==> config.mk <==
export PLATFORM = sky130hd
export DESIGN_NAME = deca_io_map
export DESIGN_NICKNAME = d
export VERILOG_FILES = /design/src/deca_pkg.sv /design/src/deca_io_map.sv /design/src/deca_cam_channel.sv
export SDC_FILE = /design/constraint.sdc
export NUM_CORES = 1
export LEC_CHECK = 0
export ABC_AREA = 1
export BUFFER_PORTS_ARGS = -buffer_cell sky130_fd_sc_hd__buf_4
export CAP_MARGIN = 20
export CORE_ASPECT_RATIO = 0.7
export CORE_MARGIN = 4
export CORE_UTILIZATION = 40
export CTS_BUF_LIST = sky130_fd_sc_hd__clkbuf_8
export DETAILED_ROUTE_END_ITERATION = 8
export PLACE_DENSITY = 0.68
export SLEW_MARGIN = 40
export SYNTH_ARGS = -nofsm -noshare
export SYNTH_HDL_FRONTEND = slang
export SYNTH_HIERARCHICAL = 1
export SYNTH_SLANG_ARGS = --single-unit
==> constraint.sdc <==
create_clock -name pclk -period 4 [get_ports pclk]
set_input_delay 0.4 -clock pclk [delete_from_list [all_inputs] [get_ports pclk]]
set_output_delay 0.4 -clock pclk [all_outputs]
set_load 0.02 [all_outputs]
==> src/deca_pkg.sv <==
// Shared constants for the dual electronic cam register block
package deca_pkg;
    // Clock and internal time base
    localparam int unsigned CLK_HZ = 20_000_000;
    localparam int unsigned INT_CLK_HZ = 1_000_000;
    localparam logic [4:0] TICK_LAST = 5'(CLK_HZ / INT_CLK_HZ - 1);
    // Option number shown to software
    localparam logic [15:0] OPTION_NUM = 16'h0004;
    // Register byte offsets
    localparam logic [11:0] A_IN = 12'h000;
    localparam logic [11:0] A_GPO = 12'h004;
    localparam logic [11:0] A_OVR = 12'h008;
    localparam logic [11:0] A_CHAN = 12'h00c;
    localparam logic [11:0] A_POL = 12'h010;
    localparam logic [11:0] A_COND = 12'h014;
    localparam logic [11:0] A_OPT = 12'h018;
    localparam logic [11:0] A_CNTA = 12'h01c;
    localparam logic [11:0] A_CNTB = 12'h020;
    localparam logic [5:0] SETP_PAGE = 6'h01;
    localparam logic [11:0] A_CPRA = 12'h080;
    localparam logic [11:0] A_CPRB = 12'h084;
    // Field positions
    localparam int OVR_MASK = 0;
    localparam int OVR_MRG = 1;
    localparam int CH_MPOL = 0;
    localparam int CH_MPHS = 1;
    localparam int CH_CLK = 2;
    localparam int CH_RST = 3;
    localparam int CH_STRIDE = 4;
    localparam int COND_THR = 0;
    localparam int COND_FLT = 2;
    localparam int COND_PSA = 4;
    localparam int COND_PSB = 6;
    // Input pin positions per channel
    localparam int PIN_A = 0;
    localparam int PIN_B = 1;
    localparam int PIN_M = 2;
    localparam int PIN_MD = 3;
    // Values after reset
    localparam logic [6:0] RST_GPO = 7'h00;
    localparam logic [7:0] RST_CTRL = 8'h00;
    localparam logic [15:0] RST_WORD = 16'h0000;
    typedef logic [15:0] deca_word_t;
endpackage : deca_pkg

==> src/deca_io_map.sv <==
// Register image and pin multiplexer of the dual electronic cam
`timescale 1ns/100ps
module deca_io_map (
    input wire logic pclk,
    input wire logic presetn,
    input wire logic [11:0] paddr,
    input wire logic psel,
    input wire logic penable,
    input wire logic pwrite,
    input wire logic [31:0] pwdata,
    input wire logic [3:0] pstrb,
    output logic [31:0] prdata,
    output logic pready,
    output logic pslverr,
    input wire logic [7:0] field_in_pins,
    output logic [7:0] field_out_pins,
    input wire logic [6:0] cfg_merge,
    input wire logic [1:0] cfg_mpol,
    input wire logic [1:0] cfg_mphs,
    input wire logic [1:0] cfg_int_clk,
    input wire logic [7:0] cfg_out_pol,
    input wire logic [1:0] cfg_thresh,
    input wire logic [1:0] cfg_filter,
    input wire logic [1:0] cfg_psc_a,
    input wire logic [1:0] cfg_psc_b,
    output logic [1:0] in_thresh_sel,
    output logic [1:0] in_filter_sel
);
    import deca_pkg::*;

    logic [7:0] in_s1_ff;
    logic [7:0] in_s2_ff;
    logic [6:0] gpo_ff;
    logic mask_ff;
    logic [6:0] mrg_ff;
    logic [7:0] chan_ff;
    logic [7:0] pol_ff;
    logic [7:0] cond_ff;
    deca_word_t setp_ff [16];
    deca_word_t cpr_ff [2];
    logic [31:0] prdata_ff;
    logic [7:0] out_ff;
    logic [1:0] thr_ff;
    logic [1:0] flt_ff;
    logic [4:0] tick_cnt_ff;
    logic tick_ff;
    logic [31:0] rd_val;
    logic hit;
    logic wr_en;
    logic setp_hit;
    logic [6:0] eff_mrg;
    logic [7:0] eff_pol;
    logic [1:0] eff_thr;
    logic [1:0] eff_flt;
    logic [1:0] eff_psc [2];
    logic [1:0] eff_mpol;
    logic [1:0] eff_mphs;
    logic [1:0] eff_clk;
    deca_word_t cnt [2];
    logic [3:0] lobe [2];
    logic [7:0] cam_sig;
    logic [7:0] acc;
    logic [7:0] nxt_out;

    function automatic deca_word_t wr16(deca_word_t old, logic [31:0] d, logic [3:0] s);
        wr16 = {s[1] ? d[15:8] : old[15:8], s[0] ? d[7:0] : old[7:0]};
    endfunction : wr16

    // Pins come from the field, so two flip-flops before any use
    always_ff @(posedge pclk or negedge presetn) begin
        if (!presetn) begin
            in_s1_ff <= 8'h00;
            in_s2_ff <= 8'h00;
        end else begin
            in_s1_ff <= field_in_pins;
            in_s2_ff <= in_s1_ff;
        end
    end

    // Address decode; unaligned or unknown offsets answer with an error
    assign setp_hit = (paddr[11:6] == SETP_PAGE) && (paddr[1:0] == 2'b00);
    always_comb begin
        rd_val = 32'h0000_0000;
        hit = 1'b1;
        case (paddr)
            A_IN: rd_val = {24'h00_0000, in_s2_ff};
            A_GPO: rd_val = {25'h0, gpo_ff};
            A_OVR: rd_val = {24'h00_0000, mrg_ff, mask_ff};
            A_CHAN: rd_val = {24'h00_0000, chan_ff};
            A_POL: rd_val = {24'h00_0000, pol_ff};
            A_COND: rd_val = {24'h00_0000, cond_ff};
            A_OPT: rd_val = {16'h0000, OPTION_NUM};
            A_CNTA: rd_val = {16'h0000, cnt[0]};
            A_CNTB: rd_val = {16'h0000, cnt[1]};
            A_CPRA: rd_val = {16'h0000, cpr_ff[0]};
            A_CPRB: rd_val = {16'h0000, cpr_ff[1]};
            default: begin
                if (setp_hit) begin
                    rd_val = {16'h0000, setp_ff[paddr[5:2]]};
                end else begin
                    hit = 1'b0;
                end
            end
        endcase
    end

    // Zero wait states; read data caught in the setup cycle
    assign pready = 1'b1;
    assign pslverr = psel & penable & ~hit;
    assign prdata = prdata_ff;
    assign wr_en = psel & penable & pwrite & hit;

    always_ff @(posedge pclk or negedge presetn) begin
        if (!presetn) begin
            prdata_ff <= 32'h0000_0000;
        end else if (psel && !penable && !pwrite) begin
            prdata_ff <= rd_val;
        end
    end

    // Latched general outputs and override control bytes
    always_ff @(posedge pclk or negedge presetn) begin
        if (!presetn) begin
            gpo_ff <= RST_GPO;
            mask_ff <= 1'b0;
            mrg_ff <= RST_GPO;
            chan_ff <= RST_CTRL;
            pol_ff <= RST_CTRL;
            cond_ff <= RST_CTRL;
        end else if (wr_en && pstrb[0]) begin
            case (paddr)
                A_GPO: gpo_ff <= pwdata[6:0];
                A_OVR: begin
                    mask_ff <= pwdata[OVR_MASK];
                    mrg_ff <= pwdata[OVR_MRG +: 7];
                end
                A_CHAN: chan_ff <= pwdata[7:0];
                A_POL: pol_ff <= pwdata[7:0];
                A_COND: cond_ff <= pwdata[7:0];
                default: begin
                end
            endcase
        end
    end

    // Set-point words, stored by index
    always_ff @(posedge pclk or negedge presetn) begin
        if (!presetn) begin
            for (int i = 0; i < 16; i++) begin
                setp_ff[i] <= RST_WORD;
            end
        end else if (wr_en && setp_hit) begin
            setp_ff[paddr[5:2]] <= wr16(setp_ff[paddr[5:2]], pwdata, pstrb);
        end
    end

    // Counts-per-revolution words; zero means the full 16-bit turn
    always_ff @(posedge pclk or negedge presetn) begin
        if (!presetn) begin
            cpr_ff[0] <= RST_WORD;
            cpr_ff[1] <= RST_WORD;
        end else if (wr_en && paddr == A_CPRA) begin
            cpr_ff[0] <= wr16(cpr_ff[0], pwdata, pstrb);
        end else if (wr_en && paddr == A_CPRB) begin
            cpr_ff[1] <= wr16(cpr_ff[1], pwdata, pstrb);
        end
    end

    // 1 MHz tick divided from pclk for time-based counting
    always_ff @(posedge pclk or negedge presetn) begin
        if (!presetn) begin
            tick_cnt_ff <= 5'h00;
            tick_ff <= 1'b0;
        end else begin
            tick_cnt_ff <= (tick_cnt_ff == TICK_LAST) ? 5'h00 : tick_cnt_ff + 5'h01;
            tick_ff <= (tick_cnt_ff == TICK_LAST);
        end
    end

    // Override mux: register bits other than the counter reset bits only count while the mask is set
    assign eff_mrg = mask_ff ? mrg_ff : cfg_merge;
    assign eff_pol = mask_ff ? pol_ff : cfg_out_pol;
    assign eff_thr = mask_ff ? cond_ff[COND_THR +: 2] : cfg_thresh;
    assign eff_flt = mask_ff ? cond_ff[COND_FLT +: 2] : cfg_filter;
    assign eff_psc[0] = mask_ff ? cond_ff[COND_PSA +: 2] : cfg_psc_a;
    assign eff_psc[1] = mask_ff ? cond_ff[COND_PSB +: 2] : cfg_psc_b;

    // Both channels share one structure; counter reset bits act at once
    generate
        for (genvar c = 0; c < 2; c++) begin : g_ch
            localparam int B = c * CH_STRIDE;
            deca_word_t lo [4];
            deca_word_t hi [4];
            logic ch_rstn;
            assign eff_mpol[c] = mask_ff ? chan_ff[B + CH_MPOL] : cfg_mpol[c];
            assign eff_mphs[c] = mask_ff ? chan_ff[B + CH_MPHS] : cfg_mphs[c];
            assign eff_clk[c] = mask_ff ? chan_ff[B + CH_CLK] : cfg_int_clk[c];
            // Combined reset: the presetn input ANDed with the inverted reset bit flop of the channel
            assign ch_rstn = presetn & ~chan_ff[B + CH_RST];
            for (genvar k = 0; k < 4; k++) begin : g_sp
                assign lo[k] = setp_ff[c * 8 + k * 2];
                assign hi[k] = setp_ff[c * 8 + k * 2 + 1];
            end
            deca_cam_channel u_chan (
                .pclk(pclk),
                .cnt_rstn(ch_rstn),
                .enc_a(in_s2_ff[B + PIN_A]),
                .enc_b(in_s2_ff[B + PIN_B]),
                .marker(in_s2_ff[B + PIN_M]),
                .marker_dis(in_s2_ff[B + PIN_MD]),
                .mk_pol(eff_mpol[c]),
                .mk_phs(eff_mphs[c]),
                .int_clk_sel(eff_clk[c]),
                .psc_sel(eff_psc[c]),
                .tick(tick_ff),
                .cpr(cpr_ff[c]),
                .lo_setp(lo),
                .hi_setp(hi),
                .count(cnt[c]),
                .lobe_act(lobe[c])
            );
        end
    endgenerate

    // Cam chain: a merged signal is ORed into the next pin's signal
    assign cam_sig = {lobe[1], lobe[0]} ^ eff_pol;
    assign acc[0] = cam_sig[0];
    generate
        for (genvar i = 1; i < 8; i++) begin : g_acc
            assign acc[i] = cam_sig[i] | (eff_mrg[i - 1] & acc[i - 1]);
        end
        for (genvar i = 0; i < 7; i++) begin : g_pin
            assign nxt_out[i] = eff_mrg[i] ? gpo_ff[i] : acc[i];
        end
    endgenerate
    // Last pin can never be freed, so at least one cam pin remains
    assign nxt_out[7] = acc[7];

    // Pin drivers and conditioning selects come from flops
    always_ff @(posedge pclk or negedge presetn) begin
        if (!presetn) begin
            out_ff <= 8'h00;
            thr_ff <= 2'h0;
            flt_ff <= 2'h0;
        end else begin
            out_ff <= nxt_out;
            thr_ff <= eff_thr;
            flt_ff <= eff_flt;
        end
    end
    assign field_out_pins = out_ff;
    assign in_thresh_sel = thr_ff;
    assign in_filter_sel = flt_ff;
endmodule : deca_io_map

==> src/deca_cam_channel.sv <==
// One cam channel: counter, prescaler, marker and four lobes
`timescale 1ns/100ps
module deca_cam_channel (
    input wire logic pclk,
    input wire logic cnt_rstn,
    input wire logic enc_a,
    input wire logic enc_b,
    input wire logic marker,
    input wire logic marker_dis,
    input wire logic mk_pol,
    input wire logic mk_phs,
    input wire logic int_clk_sel,
    input wire logic [1:0] psc_sel,
    input wire logic tick,
    input wire deca_pkg::deca_word_t cpr,
    input wire deca_pkg::deca_word_t lo_setp [4],
    input wire deca_pkg::deca_word_t hi_setp [4],
    output deca_pkg::deca_word_t count,
    output logic [3:0] lobe_act
);
    import deca_pkg::*;
    logic a_d_ff;
    logic [2:0] psc_ff;
    deca_word_t cnt_ff;
    logic src_ev, cnt_ev, mk_q;
    logic [2:0] psc_last;
    deca_word_t max_cnt;

    // Count source: 1 MHz tick or rising edge of phase A
    assign src_ev = int_clk_sel ? tick : (enc_a & ~a_d_ff);
    assign psc_last = 3'((4'd1 << psc_sel) - 4'd1);
    assign cnt_ev = src_ev & (psc_ff == psc_last);
    assign max_cnt = cpr - 16'h0001; // Zero gives the full 16-bit range
    // Marker qualified by polarity, phase of B and its disable input
    assign mk_q = (marker ^ mk_pol) & (enc_b ^ mk_phs) & ~marker_dis & ~int_clk_sel;
    assign count = cnt_ff;

    // Edge history and prescaler, cleared with the counter
    always_ff @(posedge pclk or negedge cnt_rstn) begin
        if (!cnt_rstn) begin
            a_d_ff <= 1'b0;
            psc_ff <= 3'h0;
        end else begin
            a_d_ff <= enc_a;
            if (src_ev) begin
                psc_ff <= (psc_ff >= psc_last) ? 3'h0 : psc_ff + 3'h1;
            end
        end
    end

    // Position counter; >= recovers at once if the wrap word is lowered
    always_ff @(posedge pclk or negedge cnt_rstn) begin
        if (!cnt_rstn) begin
            cnt_ff <= RST_WORD;
        end else if (cnt_ev) begin
            cnt_ff <= (mk_q || cnt_ff >= max_cnt) ? RST_WORD : cnt_ff + 16'h0001;
        end
    end

    // Lobe windows, high clamped to maximum, dead if low beyond it
    generate
        for (genvar k = 0; k < 4; k++) begin : g_lobe
            assign lobe_act[k] = (lo_setp[k] <= max_cnt) && (cnt_ff >= lo_setp[k])
                && ((cnt_ff < hi_setp[k]) || (max_cnt < hi_setp[k]));
        end
    endgenerate
endmodule : deca_cam_channel

Yosys cells after proc, flatten, opt, wreduce, memory -nomap -nowiden
Cells that the tools add are included.
{"block": "totals", "register_bits": 433, "input_bits": 90, "out_inout_bits": 46, "wordCells": 235}
{"block": "op_classes", "add_sub_neg": 9, "magnitude_cmp": 38, "n_eq_ne": 14, "n_shift": 2, "n_mux": 38, "bitwise_logic": 46, "reduce_logical": 48}
{"operator": "256-bit bitwise mux", "count": 1}
{"operator": "16-bit less-than comparator", "count": 16}
{"operator": "16-bit case mux with 11 select lines", "count": 1}
{"operator": "16-bit greater-or-equal comparator", "count": 10}
{"operator": "16-bit <= comparator", "count": 8}
{"operator": "16-bit two-way mux", "count": 6}
{"operator": "16-bit binary-select mux with 4-bit select", "count": 1}
{"operator": "16-bit demux with 4-bit select", "count": 1}
{"operator": "12-bit by 5-bit equality test with 1-bit output, second input constant", "count": 4}
{"operator": "16-bit by 1-bit adder with 16-bit output, second input constant", "count": 2}
{"operator": "16-bit by 1-bit subtractor with 16-bit output, second input constant", "count": 2}
{"operator": "12-bit by 4-bit equality test with 1-bit output, second input constant", "count": 2}
{"operator": "12-bit by 8-bit equality test with 1-bit output, second input constant", "count": 2}
{"operator": "1-bit logical AND", "count": 24}
{"operator": "8-bit two-way mux", "count": 3}
{"operator": "1-bit bitwise AND", "count": 23}
{"operator": "1-bit two-way mux", "count": 17}
{"operator": "2-bit AND reduction", "count": 7}
{"operator": "12-bit by 3-bit equality test with 1-bit output, second input constant", "count": 1}
{"operator": "12-bit by 6-bit equality test with 1-bit output, second input constant", "count": 1}
{"operator": "12-bit zero test", "count": 1}
{"operator": "11-bit OR reduction", "count": 1}
{"operator": "1-bit logical OR", "count": 10}
{"operator": "1-bit NOT", "count": 10}
{"operator": "21 further kinds", "count": 41}

Logic depth before layout (Yosys ltp)
{"block": "logic_depth", "ltp_word": 19, "depth_mapped": 35, "ltp_nobuf": 35}

Cells and area by module
The synthesis kept the hierarchy.
{"module": "deca_io_map", "instances": 1, "cells_per_inst": 1950, "area_each_um2": 17295.3, "seq_area_each_um2": 9434.0}
{"module": "deca_cam_channel at g_ch[0].u_chan", "instances": 1, "cells_per_inst": 1192, "area_each_um2": 8055.2, "seq_area_each_um2": 500.5}
{"module": "deca_cam_channel at g_ch[1].u_chan", "instances": 1, "cells_per_inst": 1191, "area_each_um2": 8036.5, "seq_area_each_um2": 500.5}

Worst setup path before layout
No wires, ideal clock.
{"block": "synth_path", "path_kind": "register -> register", "from": "reg cpr_ff[16] (netlist name)", "to": "reg out_ff[6] (netlist: field_out_pins[6])", "setup_ns": 0.117, "arrival_time_ns": 3.514, "t_required_ns": 3.883, "slack_ns": 0.369, "path_stages_with_launch": 32, "n_path_buf": 0, "period_less_slack_ns": 3.631, "cell_sequence": "dfrtp_1 -> inv_2 -> nand2_2 -> nor2_4 -> nand3_1 -> nor4_1 -> nand3b_1 -> xor2_1 -> inv_1 -> ha_1 -> inv_1 -> nor3_1 -> nand3_1 -> nand3_1 -> nand2_1 -> inv_1 -> nor2_1 -> nand3b_1 -> nand2_1 -> nand2_1 -> nand2_1 -> nand2_1 -> nand2_1 -> nand2_1 -> nand2_1 -> nand2_1 -> nand2_1 -> nand2_1 -> nand2_1 -> nand2_1 -> nand2_1 -> nand2_1"}
{"item": "from (decl)", "line_no": "deca_io_map.sv:40", "text": "deca_word_t cpr_ff [2];"}
{"item": "to (signal assigned)", "line_no": "deca_io_map.sv:246", "text": "out_ff <= nxt_out;"}
{"item": "to (decl)", "line_no": "deca_io_map.sv:42", "text": "logic [7:0] out_ff;"}

==> out/results.txt <==
Status -> finished, final reports clean
Synthesized area per cell -> 7.71 µm²
Post-synth EDFFs -> 0
Initial drt markers -> 4,379
CP endpoint -> field_out_pins[7]$_DFF_PN0_
H-tree levels -> 3
Synth top area cells -> dfrtp_1, ha_1, nand2_1, inv_1, o21ai_0
Hpwl dp -> 100 mm
Sequential area share after synthesis -> 31.3%
Clock Skews -> 29.3 ps
Finished Layout Cells -> 5,739
Netlist cell types -> 61
Crit Reg-Reg Startpoint -> cpr_ff[18]$_DFFE_PN0P_
TritonCTS Sinks -> 417
Pin count of the biggest net entering global routing -> 119
Remaining Overflow, GRT -> 0
Die ar. -> 88,200 µm²
Max-Cap Viols -> 0
First-pass GRT wire length -> 189 mm
Vias in the first global route -> 29,791
Layout Cell Area excl Fill -> 38,500 µm²
Maximum fanout along the worst path -> 5
Via density -> 5.66
Synth Instances -> 4,333
Via count -> 32,462
Die Height -> 250 µm
Port Buf Inserts -> 100
Clk root buf -> clkbuf_8
CTS Buf Count -> 75
FF-to-FF End -> field_out_pins[7]$_DFF_PN0_
Placed cell areas -> 36,500 µm²
Rows -> 88
TritonCTS clock tree -> yes
CP dominant cell by count -> nand2_1
Synth async-reset ratio -> 100%
Final worst slack -> 3.24 ps
Initial antenna violation count -> 6
FF/Latch Area -> 10,400 µm²
CP startpoint -> cpr_ff[18]$_DFFE_PN0P_
ANT nets after route -> 0
Number of iterations in the first detailed-routing pass -> 6
Skew-Pair Late Insertion Delay -> 730 ps
Actual slew at the worst max-slew pin -> 907 ps
RSZ-0062 raised after global routing -> yes
Type of the worst setup path -> reg2reg
Nets@finish -> 5,207
Seq cells post-synth -> 417
Yosys warns -> 6
DR WL/cell -> 22.3 µm
Worst Path Arrival -> 4610 ps
Initial Util -> 40.4%
Final hold violations -> 0
Routability congestion estimate from global placement -> 1.05
Worst ir drop on vdd -> 0.000219 V
Tot GR Track Use -> 28.3%
Slowest stage cell, crit path -> dfrtp_1
Slowest stage delay, CP -> 390 ps
Crit start category -> register
Cell Pwr Density -> 287 nW/µm²
Clock slew at reported path FFs -> 60 ps
Core box area -> 82,600 µm²
Drt total wl -> 128 mm
Leading area contributor after synthesis -> dfrtp_1
Max Root-Sink Buffers -> 3
Die X -> 353 µm
Synthesis-to-layout area growth -> 15.3%
R2r setup slk -> 3 ps
DRC -> 0
Slew headroom -> 39.5%
Min-delay worst type -> in2reg
Layout cells sized above 1 -> 13.6%
Fmax -> 250 MHz
Predominant post-synthesis flop cell -> dfrtp_1
Synth Cell Area -> 33,400 µm²
Yosys top cell area share -> 31.3%
Placed Cells -> 5,580
Final period util -> 99.9%
IO Pins -> 136
Area taken by multi-input logic gates -> 20,200 µm²
Final count of negative-setup-slack endpoints -> 0
Leakage -> 18.7 nW
Number of fill cells -> 8,079
Crit end category -> register
Crit path time final -> 4000 ps
Max-slew violations -> 0
Required @ worst endpoint -> 4610 ps
Place WS -> -234 ps
Worst R2R Path Depth -> 30
-- synthesized netlist by cell type, types with 7 or more instances --
library cell and n:
nor3_1 52, nor2_1 170, buf_2 39, nand2_1 924, inv_2 22, o21ai_1 118, nand4_4 11, a21oi_1 297
o22ai_1 31, or2_2 13, xnor2_1 14, dfrtp_1 417, clkbuf_1 64, nand3_2 8, a21o_1 9, nand2_4 13
ha_1 513, o21ai_2 16, a22oi_1 128, nor3_2 7, nand2_2 23, nor2_4 10, inv_1 637, o21bai_1 18
a211oi_1 15, a21oi_2 20, o21ai_0 338, o21a_1 11, xor2_1 39, nand3b_1 18, o31ai_1 10, nand3_1 165
o211ai_1 24, nand4_1 39, buf_4 32, nor2_2 11
-- what timing repair did --
action	in CTS	in global routing
hold buffers	22	0
hold endpoints to repair	67	0
setup buffers	4	5
resized for setup	17	45
setup endpoints to repair	4	5
pin swaps	12	34
-- worst min-delay path by stage --
stage | start | to | slack, ps | depth (start not counted)
3_3_place_gp | in_s1_ff[4]$_DFF_PN0_ | in_s2_ff[4]$_DFF_PN0_ | 330 | 0
4_1_cts | pwdata[10] | cpr_ff[10]$_DFFE_PN0P_ | 1 | 3
6_report | pwdata[10] | cpr_ff[10]$_DFFE_PN0P_ | 50 | 3
2_1_floorplan | presetn | chan_ff[0]$_DFFE_PN0P_ | 100 | 0
3_5_place_dp | presetn | g_ch[0].lo[9]$_DFFE_PN0P_ | 340 | 1
5_1_grt | pwdata[10] | cpr_ff[10]$_DFFE_PN0P_ | 20 | 3
-- cells in the final DEF (no fill, tap or decap), types with 18 or more instances in the layout --
cell,instances
a21oi_1,294
nand2_2,34
nand3b_1,18
nand3_1,157
xor2_1,37
inv_2,29
inv_1,653
o21bai_1,18
nand2_1,912
a22oi_1,128
o21ai_1,119
nor3_1,50
dlygate4sd3_1,22
a21oi_2,23
nand4_1,39
dfrtp_1,416
o21ai_0,336
o22ai_1,31
nor2_1,162
buf_4,289
clkbuf_8,85
o211ai_1,24
ha_1,504
-- logic make-up after synthesis --
| logic type | share of synthesized area, % |
|---|---|
| AO/OA/AOI/OAI | 18.2 |
| other | 0.0225 |
| XOR/XNOR | 1.39 |
| adder cells (fa/ha/maj) | 19.2 |
| AND/OR/NAND/NOR | 20.3 |
| buffers and inverters | 9.70 |
| flip-flops | 31.3 |
-- per-stage QoR --
| stage | utilization (%) | power [W] | setup TNS [ps] | hold WS (ps) |
|---|---|---|---|---|
| 6_report | 46.6 | 0.0111 | 0 | 47.2 |
| 5_1_grt | 46.6 | 0.0115 | -774 | 18.5 |
| 4_1_cts | 46.3 | 0.0110 | 0 | 1.39 |
| 3_5_place_dp | 44.2 | 0.00695 | -742 | 336 |
| 3_3_place_gp | 44.0 | 0.00688 | -307 | 334 |
| 2_1_floorplan | - | 0.00582 | 0 | 104 |
-- report_power, final --
group / leakage [nW] / switching, W / internal [W] / total, W
logic: 12.2 / 0.00162 / 0.000839 / 0.00246
registers: 5.64 / 0.000237 / 0.00432 / 0.00456
clock network: 0.826 / 0.00201 / 0.00202 / 0.00403
total: 18.7 / 0.00387 / 0.00719 / 0.0111
-- flip-flops by register name, summed over array words and instances, names as in the netlist, 2 cells and up --
| register | flops |
|---|---|
| g_ch.hi | 128 |
| g_ch.lo | 128 |
| cpr_ff | 32 |
| g_ch.u_chan/count | 32 |
| prdata | 16 |
| chan_ff | 8 |
| cond_ff | 8 |
| field_out_pins | 8 |
| in_s1_ff | 8 |
| in_s2_ff | 8 |
| pol_ff | 8 |
| gpo_ff | 7 |
| mrg_ff | 7 |
| g_ch.u_chan/psc_ff | 6 |
| tick_cnt_ff | 5 |
| g_ch.u_chan/a_d_ff | 2 |
| in_filter_sel | 2 |
| in_thresh_sel | 2 |
-- final cells by class --
cell class	instances	area share (%)
clock inverters	45	0.670
repair buffers	321	6.69
flip-flops and latches	417	27.1
diodes	2	0.0130
multi-input cells	3126	52.5
well taps	1080	3.51
clock buffers	85	3.04
inverters	663	6.47
-- routing by layer --
metal  share of wire [%]  global-route usage, %  wire [µm]  vias up
met5                0.13                   1.30        172        -
met4                 3.1                   7.57       3950        4
met3                  15                   11.6      19800      224
met2                  37                   37.1      47600     1821
met1                  44                   41.9      56700    15343
li1                    -                      -          -    15070
-- worst max-delay path: cells and delay by family (launching register included) --
| kind | cells | cell delay (ps) |
|---|---|---|
| AND/OR/NAND/NOR | 23 | 2380 |
| buffers and inverters | 4 | 570 |
| flip-flops | 1 | 390 |
| XOR/XNOR | 2 | 300 |
| adder cells (fa/ha/maj) | 1 | 270 |
(Power assumes the default switching activity.)
